==> src/hw/dmhcr_pkg.sv <==
/*
 Package for the device mode and hardware control register pair: offsets, field positions,
 reset and keep masks, mode encodings and the register access struct.
 Assumes a serial frame decoder elsewhere delivers decoded word accesses.
*/
package dmhcr_pkg;

   // Register word addresses (wordwise addressing)
   localparam logic [6:0] MODE_SUPPLY_CONTROL_ADDR = 7'h01;
   localparam logic [6:0] HARDWARE_CONTROL_ADDR = 7'h02;

   // Mode and supply control field positions
   localparam int MODE_LSB = 14;
   localparam int OVREACT_LSB = 9;
   localparam int HYST_BIT = 7;
   localparam int PEAK_BIT = 5;
   localparam int RTH_LSB = 0;

   // Hardware control field positions
   localparam int THERM_BIT = 12;
   localparam int BATOV_BIT = 11;
   localparam int SHOFF_BIT = 10;
   localparam int RDEL_BIT = 9;
   localparam int SRSUP_BIT = 6;
   localparam int FOSW_BIT = 5;
   localparam int WDSTOP_BIT = 2;

   // Implemented bit masks; all other positions are reserved and read zero
   localparam logic [15:0] MSC_IMPL_MASK = 16'hC6A3;
   localparam logic [15:0] HWC_IMPL_MASK = 16'h1E64;

   // Reset values and bits kept across each reset kind
   localparam logic [15:0] MSC_RESET_VALUE = 16'h0000;
   localparam logic [15:0] HWC_RESET_VALUE = 16'h0000;
   // Restart keeps hysteresis, peak threshold and reset threshold bits only
   localparam logic [15:0] MSC_KEEP_RESTART = 16'h00A3;
   localparam logic [15:0] HWC_KEEP_SOFT = 16'h0200;
   localparam logic [15:0] HWC_KEEP_RESTART = 16'h1240;

   // Soft reset pulse length on the reset output, in cycles
   localparam int SOFT_RESET_PULSE_CYCLES = 4;

   // Device mode encodings
   typedef enum logic [1:0] {
      DMHCR_MODE_NORMAL = 2'b00,
      DMHCR_MODE_SLEEP = 2'b01,
      DMHCR_MODE_STOP = 2'b10,
      DMHCR_MODE_SOFTRST = 2'b11
   } dmhcr_mode_type;

   // Over-voltage reaction encodings
   typedef enum logic [1:0] {
      DMHCR_OV_NONE = 2'b00,
      DMHCR_OV_INTERRUPT = 2'b01,
      DMHCR_OV_RESET = 2'b10,
      DMHCR_OV_FAILSAFE = 2'b11
   } dmhcr_ovreact_type;

   // One decoded register access from the serial frame decoder
   typedef struct packed {
      logic valid;
      logic write;
      logic [6:0] addr;
      logic [15:0] wdata;
   } dmhcr_access_type;

   // Decoded configuration seen by the rest of the chip
   typedef struct packed {
      dmhcr_mode_type mode;
      dmhcr_ovreact_type supply_overvolt_reaction;
      logic undervolt_release_hysteresis;
      logic regulator_peak_threshold;
      logic [1:0] undervolt_reset_threshold;
      logic thermal_release_wait_select;
      logic battery_overvolt_threshold_select;
      logic sample_hold_off;
      logic reset_delay_select;
      logic soft_reset_pin_suppress;
      logic watchdog_stop_disable_hi;
   } dmhcr_config_type;

endpackage : dmhcr_pkg

==> src/hw/dmhcr_fail_out.sv <==
/*
 Fail output combiner: drives the fail output from the failure flag or from the software
 request bit, the latter only when the shared pin is set up as the fail output.
 Assumes the failure flag is cleared by the host through its own register.
*/
`timescale 1ns/100ps
`default_nettype none

module dmhcr_fail_out
(
   // Clock and reset
   input wire logic mclk,
   input wire logic reset,
   // Sources
   input wire logic fail_output_software_on,
   input wire logic failure_flag,
   input wire logic shared_pin_is_fail,
   // Output
   output logic fail_output
);

   logic fail_ff;
   logic nxt_fail;

   // Software request counts only on a fail-configured pin; failure flag always counts
   always_comb
   begin
      nxt_fail = failure_flag | (fail_output_software_on & shared_pin_is_fail);
   end

   // Output register
   always_ff @(posedge mclk)
   begin
      if (reset)
      begin
         fail_ff <= 1'b0;
      end
      else
      begin
         fail_ff <= nxt_fail;
      end
   end

   assign fail_output = fail_ff;

endmodule : dmhcr_fail_out

`default_nettype wire

==> src/hw/dmhcr_regs.sv <==
/*
 Mode and supply control plus hardware control register pair, with reset kinds, hardware
 updates of mode and stop-mode watchdog bits, and soft reset pin pulse.
 Assumes a frame decoder delivers one access at a time and samples rdata on the next cycle.
*/
// Operation
// Mode field selects normal, sleep, stop, soft reset
// Stop to sleep write is refused
// Restart forces mode field to normal
// Write returns previously written register value
// Bits 10:9 select over-voltage reaction
// Bit 7 selects highest release threshold
// Bit 5 selects regulator peak threshold
// Bits 1:0 select reset threshold
// Reserved bits always read zero
// Mode register reset and restart keep values
// Bit 12 selects thermal release wait
// Bit 11 selects battery over-voltage threshold
// Bit 10 disables sample and hold
// Bit 9 selects 10 ms or 2 ms
// Bit 6 suppresses reset pin on soft reset
// Bit 5 drives fail output if pin configured
// Host clears failure flag to release output
// Restart clears software fail bit
// Stop to normal clears watchdog stop bit
// Hardware register reset and restart keep values
// Host reads with command bit clear
// Host writes reserved bits as zero
// Reserved bit writes have no effect
// Hardware update beats concurrent register write
`timescale 1ns/100ps
`default_nettype none

module dmhcr_regs
(
   // Clock and reset
   input wire logic mclk,
   input wire logic reset,
   // Register access from frame decoder
   input wire dmhcr_pkg::dmhcr_access_type access,
   output logic [15:0] rdata,
   output logic rdata_hit,
   // Device events
   input wire logic restart_enter,
   input wire logic stop_to_normal,
   input wire logic failure_flag,
   input wire logic shared_pin_is_fail,
   // Decoded configuration and pins
   output dmhcr_pkg::dmhcr_config_type config_out,
   output logic soft_reset_request,
   output logic reset_output_pin_n,
   output logic fail_output
);

   logic [15:0] msc_ff;
   logic [15:0] nxt_msc;
   logic [15:0] hwc_ff;
   logic [15:0] nxt_hwc;
   logic [15:0] rdata_ff;
   logic [15:0] nxt_rdata;
   logic hit_ff;
   logic nxt_hit;
   logic srst_ff;
   logic nxt_srst;
   logic [2:0] pulse_ff;
   logic [2:0] nxt_pulse;
   logic msc_wr;
   logic hwc_wr;
   logic [1:0] wr_mode;
   logic [15:0] msc_wdata;

   // Address decode of the access
   assign msc_wr = access.valid & access.write
                 & (access.addr == dmhcr_pkg::MODE_SUPPLY_CONTROL_ADDR);
   assign hwc_wr = access.valid & access.write
                 & (access.addr == dmhcr_pkg::HARDWARE_CONTROL_ADDR);
   assign wr_mode = access.wdata[dmhcr_pkg::MODE_LSB +: 2];

   // Next value of the mode and supply control register
   always_comb
   begin
      msc_wdata = access.wdata & dmhcr_pkg::MSC_IMPL_MASK;
      nxt_msc = msc_ff;
      nxt_srst = 1'b0;
      if (msc_wr)
      begin
         if ((msc_ff[dmhcr_pkg::MODE_LSB +: 2] == dmhcr_pkg::DMHCR_MODE_STOP)
             && (wr_mode == dmhcr_pkg::DMHCR_MODE_SLEEP))
         begin
            // Mode kept, other fields still taken
            msc_wdata[dmhcr_pkg::MODE_LSB +: 2] = msc_ff[dmhcr_pkg::MODE_LSB +: 2];
         end
         nxt_msc = msc_wdata;
         nxt_srst = (wr_mode == dmhcr_pkg::DMHCR_MODE_SOFTRST)
                  && !((msc_ff[dmhcr_pkg::MODE_LSB +: 2] == dmhcr_pkg::DMHCR_MODE_STOP)
                       && 1'b0);
      end
      if (restart_enter)
      begin
         // Hardware update wins over a write in the same cycle
         nxt_msc = msc_ff & dmhcr_pkg::MSC_KEEP_RESTART;
      end
      if (srst_ff)
      begin
         nxt_msc = dmhcr_pkg::MSC_RESET_VALUE;
      end
   end

   // Next value of the hardware control register
   always_comb
   begin
      nxt_hwc = hwc_ff;
      if (hwc_wr)
      begin
         nxt_hwc = access.wdata & dmhcr_pkg::HWC_IMPL_MASK;
      end
      if (stop_to_normal)
      begin
         nxt_hwc[dmhcr_pkg::WDSTOP_BIT] = 1'b0;
      end
      if (restart_enter)
      begin
         nxt_hwc = hwc_ff & dmhcr_pkg::HWC_KEEP_RESTART;
      end
      if (srst_ff)
      begin
         nxt_hwc = hwc_ff & dmhcr_pkg::HWC_KEEP_SOFT;
      end
   end

   // Read data: a write returns the value held before it, reserved bits zero
   always_comb
   begin
      nxt_rdata = 16'h0000;
      nxt_hit = 1'b0;
      if (access.valid)
      begin
         if (access.addr == dmhcr_pkg::MODE_SUPPLY_CONTROL_ADDR)
         begin
            nxt_rdata = msc_ff & dmhcr_pkg::MSC_IMPL_MASK;
            nxt_hit = 1'b1;
         end
         else if (access.addr == dmhcr_pkg::HARDWARE_CONTROL_ADDR)
         begin
            nxt_rdata = hwc_ff & dmhcr_pkg::HWC_IMPL_MASK;
            nxt_hit = 1'b1;
         end
      end
   end

   // Reset pin pulse counter: runs only when the soft reset is not suppressed
   always_comb
   begin
      nxt_pulse = (pulse_ff != 3'h0) ? pulse_ff - 3'h1 : 3'h0;
      if (srst_ff && !hwc_ff[dmhcr_pkg::SRSUP_BIT])
      begin
         nxt_pulse = 3'(dmhcr_pkg::SOFT_RESET_PULSE_CYCLES);
      end
   end

   // State registers
   always_ff @(posedge mclk)
   begin
      if (reset)
      begin
         msc_ff <= dmhcr_pkg::MSC_RESET_VALUE;
         hwc_ff <= dmhcr_pkg::HWC_RESET_VALUE;
         rdata_ff <= 16'h0000;
         hit_ff <= 1'b0;
         srst_ff <= 1'b0;
         pulse_ff <= 3'h0;
      end
      else
      begin
         msc_ff <= nxt_msc;
         hwc_ff <= nxt_hwc;
         rdata_ff <= nxt_rdata;
         hit_ff <= nxt_hit;
         srst_ff <= nxt_srst;
         pulse_ff <= nxt_pulse;
      end
   end

   // Outputs
   assign rdata = rdata_ff;
   assign rdata_hit = hit_ff;
   assign soft_reset_request = srst_ff;
   assign reset_output_pin_n = (pulse_ff == 3'h0);

   // Decoded configuration fields
   always_comb
   begin
      config_out.mode = dmhcr_pkg::dmhcr_mode_type'(msc_ff[dmhcr_pkg::MODE_LSB +: 2]);
      config_out.supply_overvolt_reaction =
         dmhcr_pkg::dmhcr_ovreact_type'(msc_ff[dmhcr_pkg::OVREACT_LSB +: 2]);
      config_out.undervolt_release_hysteresis = msc_ff[dmhcr_pkg::HYST_BIT];
      config_out.regulator_peak_threshold = msc_ff[dmhcr_pkg::PEAK_BIT];
      config_out.undervolt_reset_threshold = msc_ff[dmhcr_pkg::RTH_LSB +: 2];
      config_out.thermal_release_wait_select = hwc_ff[dmhcr_pkg::THERM_BIT];
      config_out.battery_overvolt_threshold_select = hwc_ff[dmhcr_pkg::BATOV_BIT];
      config_out.sample_hold_off = hwc_ff[dmhcr_pkg::SHOFF_BIT];
      config_out.reset_delay_select = hwc_ff[dmhcr_pkg::RDEL_BIT];
      config_out.soft_reset_pin_suppress = hwc_ff[dmhcr_pkg::SRSUP_BIT];
      config_out.watchdog_stop_disable_hi = hwc_ff[dmhcr_pkg::WDSTOP_BIT];
   end

   // Fail output combiner
   dmhcr_fail_out u_fail_out
   (
      .mclk(mclk),
      .reset(reset),
      .fail_output_software_on(hwc_ff[dmhcr_pkg::FOSW_BIT]),
      .failure_flag(failure_flag),
      .shared_pin_is_fail(shared_pin_is_fail),
      .fail_output(fail_output)
   );

endmodule : dmhcr_regs

`default_nettype wire

==> config.mk <==
export PLATFORM = sky130hd
export DESIGN_NAME = dmhcr_regs
export DESIGN_NICKNAME = d
export VERILOG_FILES = /design/src/hw/dmhcr_pkg.sv /design/src/hw/dmhcr_fail_out.sv /design/src/hw/dmhcr_regs.sv
export SDC_FILE = /design/constraint.sdc
export NUM_CORES = 1
export LEC_CHECK = 0
export BUFFER_PORTS_ARGS = -buffer_cell sky130_fd_sc_hd__buf_2
export CAP_MARGIN = 20
export CORE_ASPECT_RATIO = 1.75
export CORE_MARGIN = 1.5
export CORE_UTILIZATION = 35
export DETAILED_ROUTE_END_ITERATION = 10
export GPL_TIMING_DRIVEN = 0
export PLACE_DENSITY = 0.7
export SYNTH_ARGS = -nofsm -noshare
export SYNTH_HDL_FRONTEND = slang
export SYNTH_SLANG_ARGS = --single-unit
==> constraint.sdc <==
create_clock -name mclk -period 3.5 [get_ports mclk]
set_input_delay 0.7 -clock mclk [delete_from_list [all_inputs] [get_ports mclk]]
set_output_delay 0.7 -clock mclk [all_outputs]
set_load 0.1 [all_outputs]
==> metrics.txt <==
VDD IR-drop max 0.231 mV; Die Span X 50.6 microns; Post-synth top cells dfxtp_1, nand2_1, mux2i_1; RSZ-0062 raised after global routing no; ant diodes 0; maximum fanout along the worst path 8; Clock Pin Slew Worst Setup and Hold Paths 0.06 ns; Setup CP Type in -> reg; most numerous cell in the Yosys netlist dfxtp_1; PwrDens 414 mW/mm^2; # port buffers 56; M3 GR Usage 3.10%; top cells by area, synth dfxtp_1, mux2i_1, nand2_1; routability congestion estimate from global placement 0.721; hold_buf cts 0; dpl cells 245; GRT busiest layer met2; H-tree depth 2; die area 0.00437 sq mm; Core Box Area 0.00383 sq mm; worst relative slew slack 40.8%; Final TNS setup 0 ns; DRT Pass-1 Iters 4; Area Overhead vs Synth 31.5%; maxcap violations 0; antenna violations before repair 0; io pins 65; EDFF count, synth 0; instance count of the mapped netlist 138; Num Clock Sinks 33; Clk Latency, worst-skew pair 0.27 ns; ANT nets after route 0; Fin Clk Skew 0.00413 ns; ys flop type dfxtp_1; post-synthesis sequential area ratio 47.5%; Final Hold Vio Count 0; largest net degree at the start of global routing 11; area share of the largest cell type after synthesis 47.5%; GRT Util Overall 15.7%; Rows 30; Final period util 62.0%; Synth Warn # 0; CP arrival 2.39 ns; CP Launch Type input pin; final core occ 47.7%; Final Non-Filler Cells 252; TritonCTS buffer count 5; vias 1189; synthesized cell area 0.00139 sq mm; cell taking the most area after synthesis dfxtp_1; total congestion overflow 0; hold crit path type reg -> reg; Netlist cell types 34; First DRT Iteration DRCs 13; Worst Max-Slew Pin Slew 0.881 ns; DRC viols 0; Post-CTS Resized 0; chip height 86.4 microns; Power Total 0.757 mW; leak pwr 0.809 nW; vias in the first global route 1163; met2 GRT Util 27.8%; Max Freq 461 MHz; asr flop ratio synth 0%; status completed; max-slew violation count 0; GR Layer Usage met1 16.3%; Seq cells post-synth 33; syn_area_per_cell 10.1 sq um; vias per cell 4.72; Initial Utilization 36.3%; Detail Placement HPWL 2.43 mm; Final setup viols 0; CTS Root Cell clkbuf_8; clock tree from TritonCTS yes; crit path time final 2.17 ns; first-pass GRT wire length 5.18 mm; CP Capture Type register; Worst EP required 3.72 ns; fin nets 238; share of layout cells above drive strength 1 39.7%; drt wl/cell 12.2 microns; clk buf depth 2; Post-CTS Setup Bufs 0; drt total wl 3.08 mm
## placed cells by master (no fill, tap or decap)
cell       count
nor4_4         1
o31ai_1        4
clkbuf_8       6
nand4_1        4
nand2_1       17
o22ai_1        1
a2111oi_0      1
or3b_2         2
conb_1         4
or2_2          2
nor4_1         2
or3_4          1
o221a_2        1
a2111oi_4      1
nor3_1         3
clkbuf_1       3
buf_4          4
ha_1           3
and2_1         8
mux2i_1        9
or4b_4         1
nor3b_1        2
a21oi_1        5
inv_1          6
or3_1          2
buf_6          1
nor4b_1        1
nor4b_2        2
buf_2         57
a22o_1         3
nor3_2         2
nor2b_1        1
dfxtp_1       33
nor2_1         7
nand2b_1       4
## state kept, by name, indices dropped and copies added, names as in the netlist
| register | flops |
|---|---|
| hwc_ff | 7 |
| msc_ff | 8 |
| pulse_ff | 3 |
| rdata | 12 |
| rdata_hit | 1 |
| soft_reset_request | 1 |
| u_fail_out.fail_output | 1 |
## worst max-delay path, cell delays in order
cell    delay, ns
buf_2        0.10
or4b_4       0.57
nor3_1       0.75
a22o_1       0.26
## metrics by stage
step / worst slack, ns / instance area [sq um] / hold slack, ns
floorplan: 1.45 / 1400 / 0.391
global placement: 1.03 / 1740 / 0.400
detailed placement: 1.02 / 1740 / 0.406
CTS: 1.30 / 1830 / 0.415
global route: 1.24 / 1830 / 0.448
finish: 1.33 / 1830 / 0.412
## final timing paths
kind                                 start                 endpoint  slack, ns  cells after the start
min                 pulse_ff[0]$_SDFF_PP0_   pulse_ff[0]$_SDFF_PP0_       0.41                      1
min reg2reg         pulse_ff[0]$_SDFF_PP0_   pulse_ff[0]$_SDFF_PP0_       0.41                      1
max reg2reg  soft_reset_request$_SDFF_PP0_  msc_ff[14]$_SDFFE_PP0P_       2.05                      3
max                             access[22]     rdata[10]$_SDFF_PP0_       1.33                      4
## where the power goes
part / leakage (nW) / switching, mW / internal (mW)
Clock: 0.0443 / 0.124 / 0.156
Sequential: 0.266 / 0.000994 / 0.379
Combinational: 0.499 / 0.0706 / 0.0273
Total: 0.809 / 0.196 / 0.562
## area by class of cell
| type | instances | area (sq um) |
|---|---|---|
| Timing Repair Buffer | 56 | 280 |
| Fill cell | 418 | 2000 |
| Inverter | 6 | 22.5 |
| Tap cell | 48 | 60.1 |
| Sequential cell | 33 | 661 |
| Buffer | 8 | 53.8 |
| Multi-Input combinational cell | 94 | 664 |
| Clock buffer | 7 | 86.3 |
## cell families (layout without fill, tap and decap cells)
logic type / after synthesis / count (layout) / share of synthesized area [%]
flops: 33 / 33 / 47.5
other cells: 1 / 4 / 0.270
simple gates: 62 / 62 / 27.8
mux: 9 / 9 / 6.48
buf+inv: 14 / 77 / 5.49
compound gates: 16 / 16 / 9.72
fa+ha+maj: 3 / 3 / 2.70
## per-layer routing
layer | wire length [microns] | share of wire, %
met1 | 1190 | 39
met2 | 1640 | 53
met3 | 138 | 4.5
met4 | 104 | 3.4
met5 | 0 | 0
No activity file was read; power rests on OpenSTA's default activity.
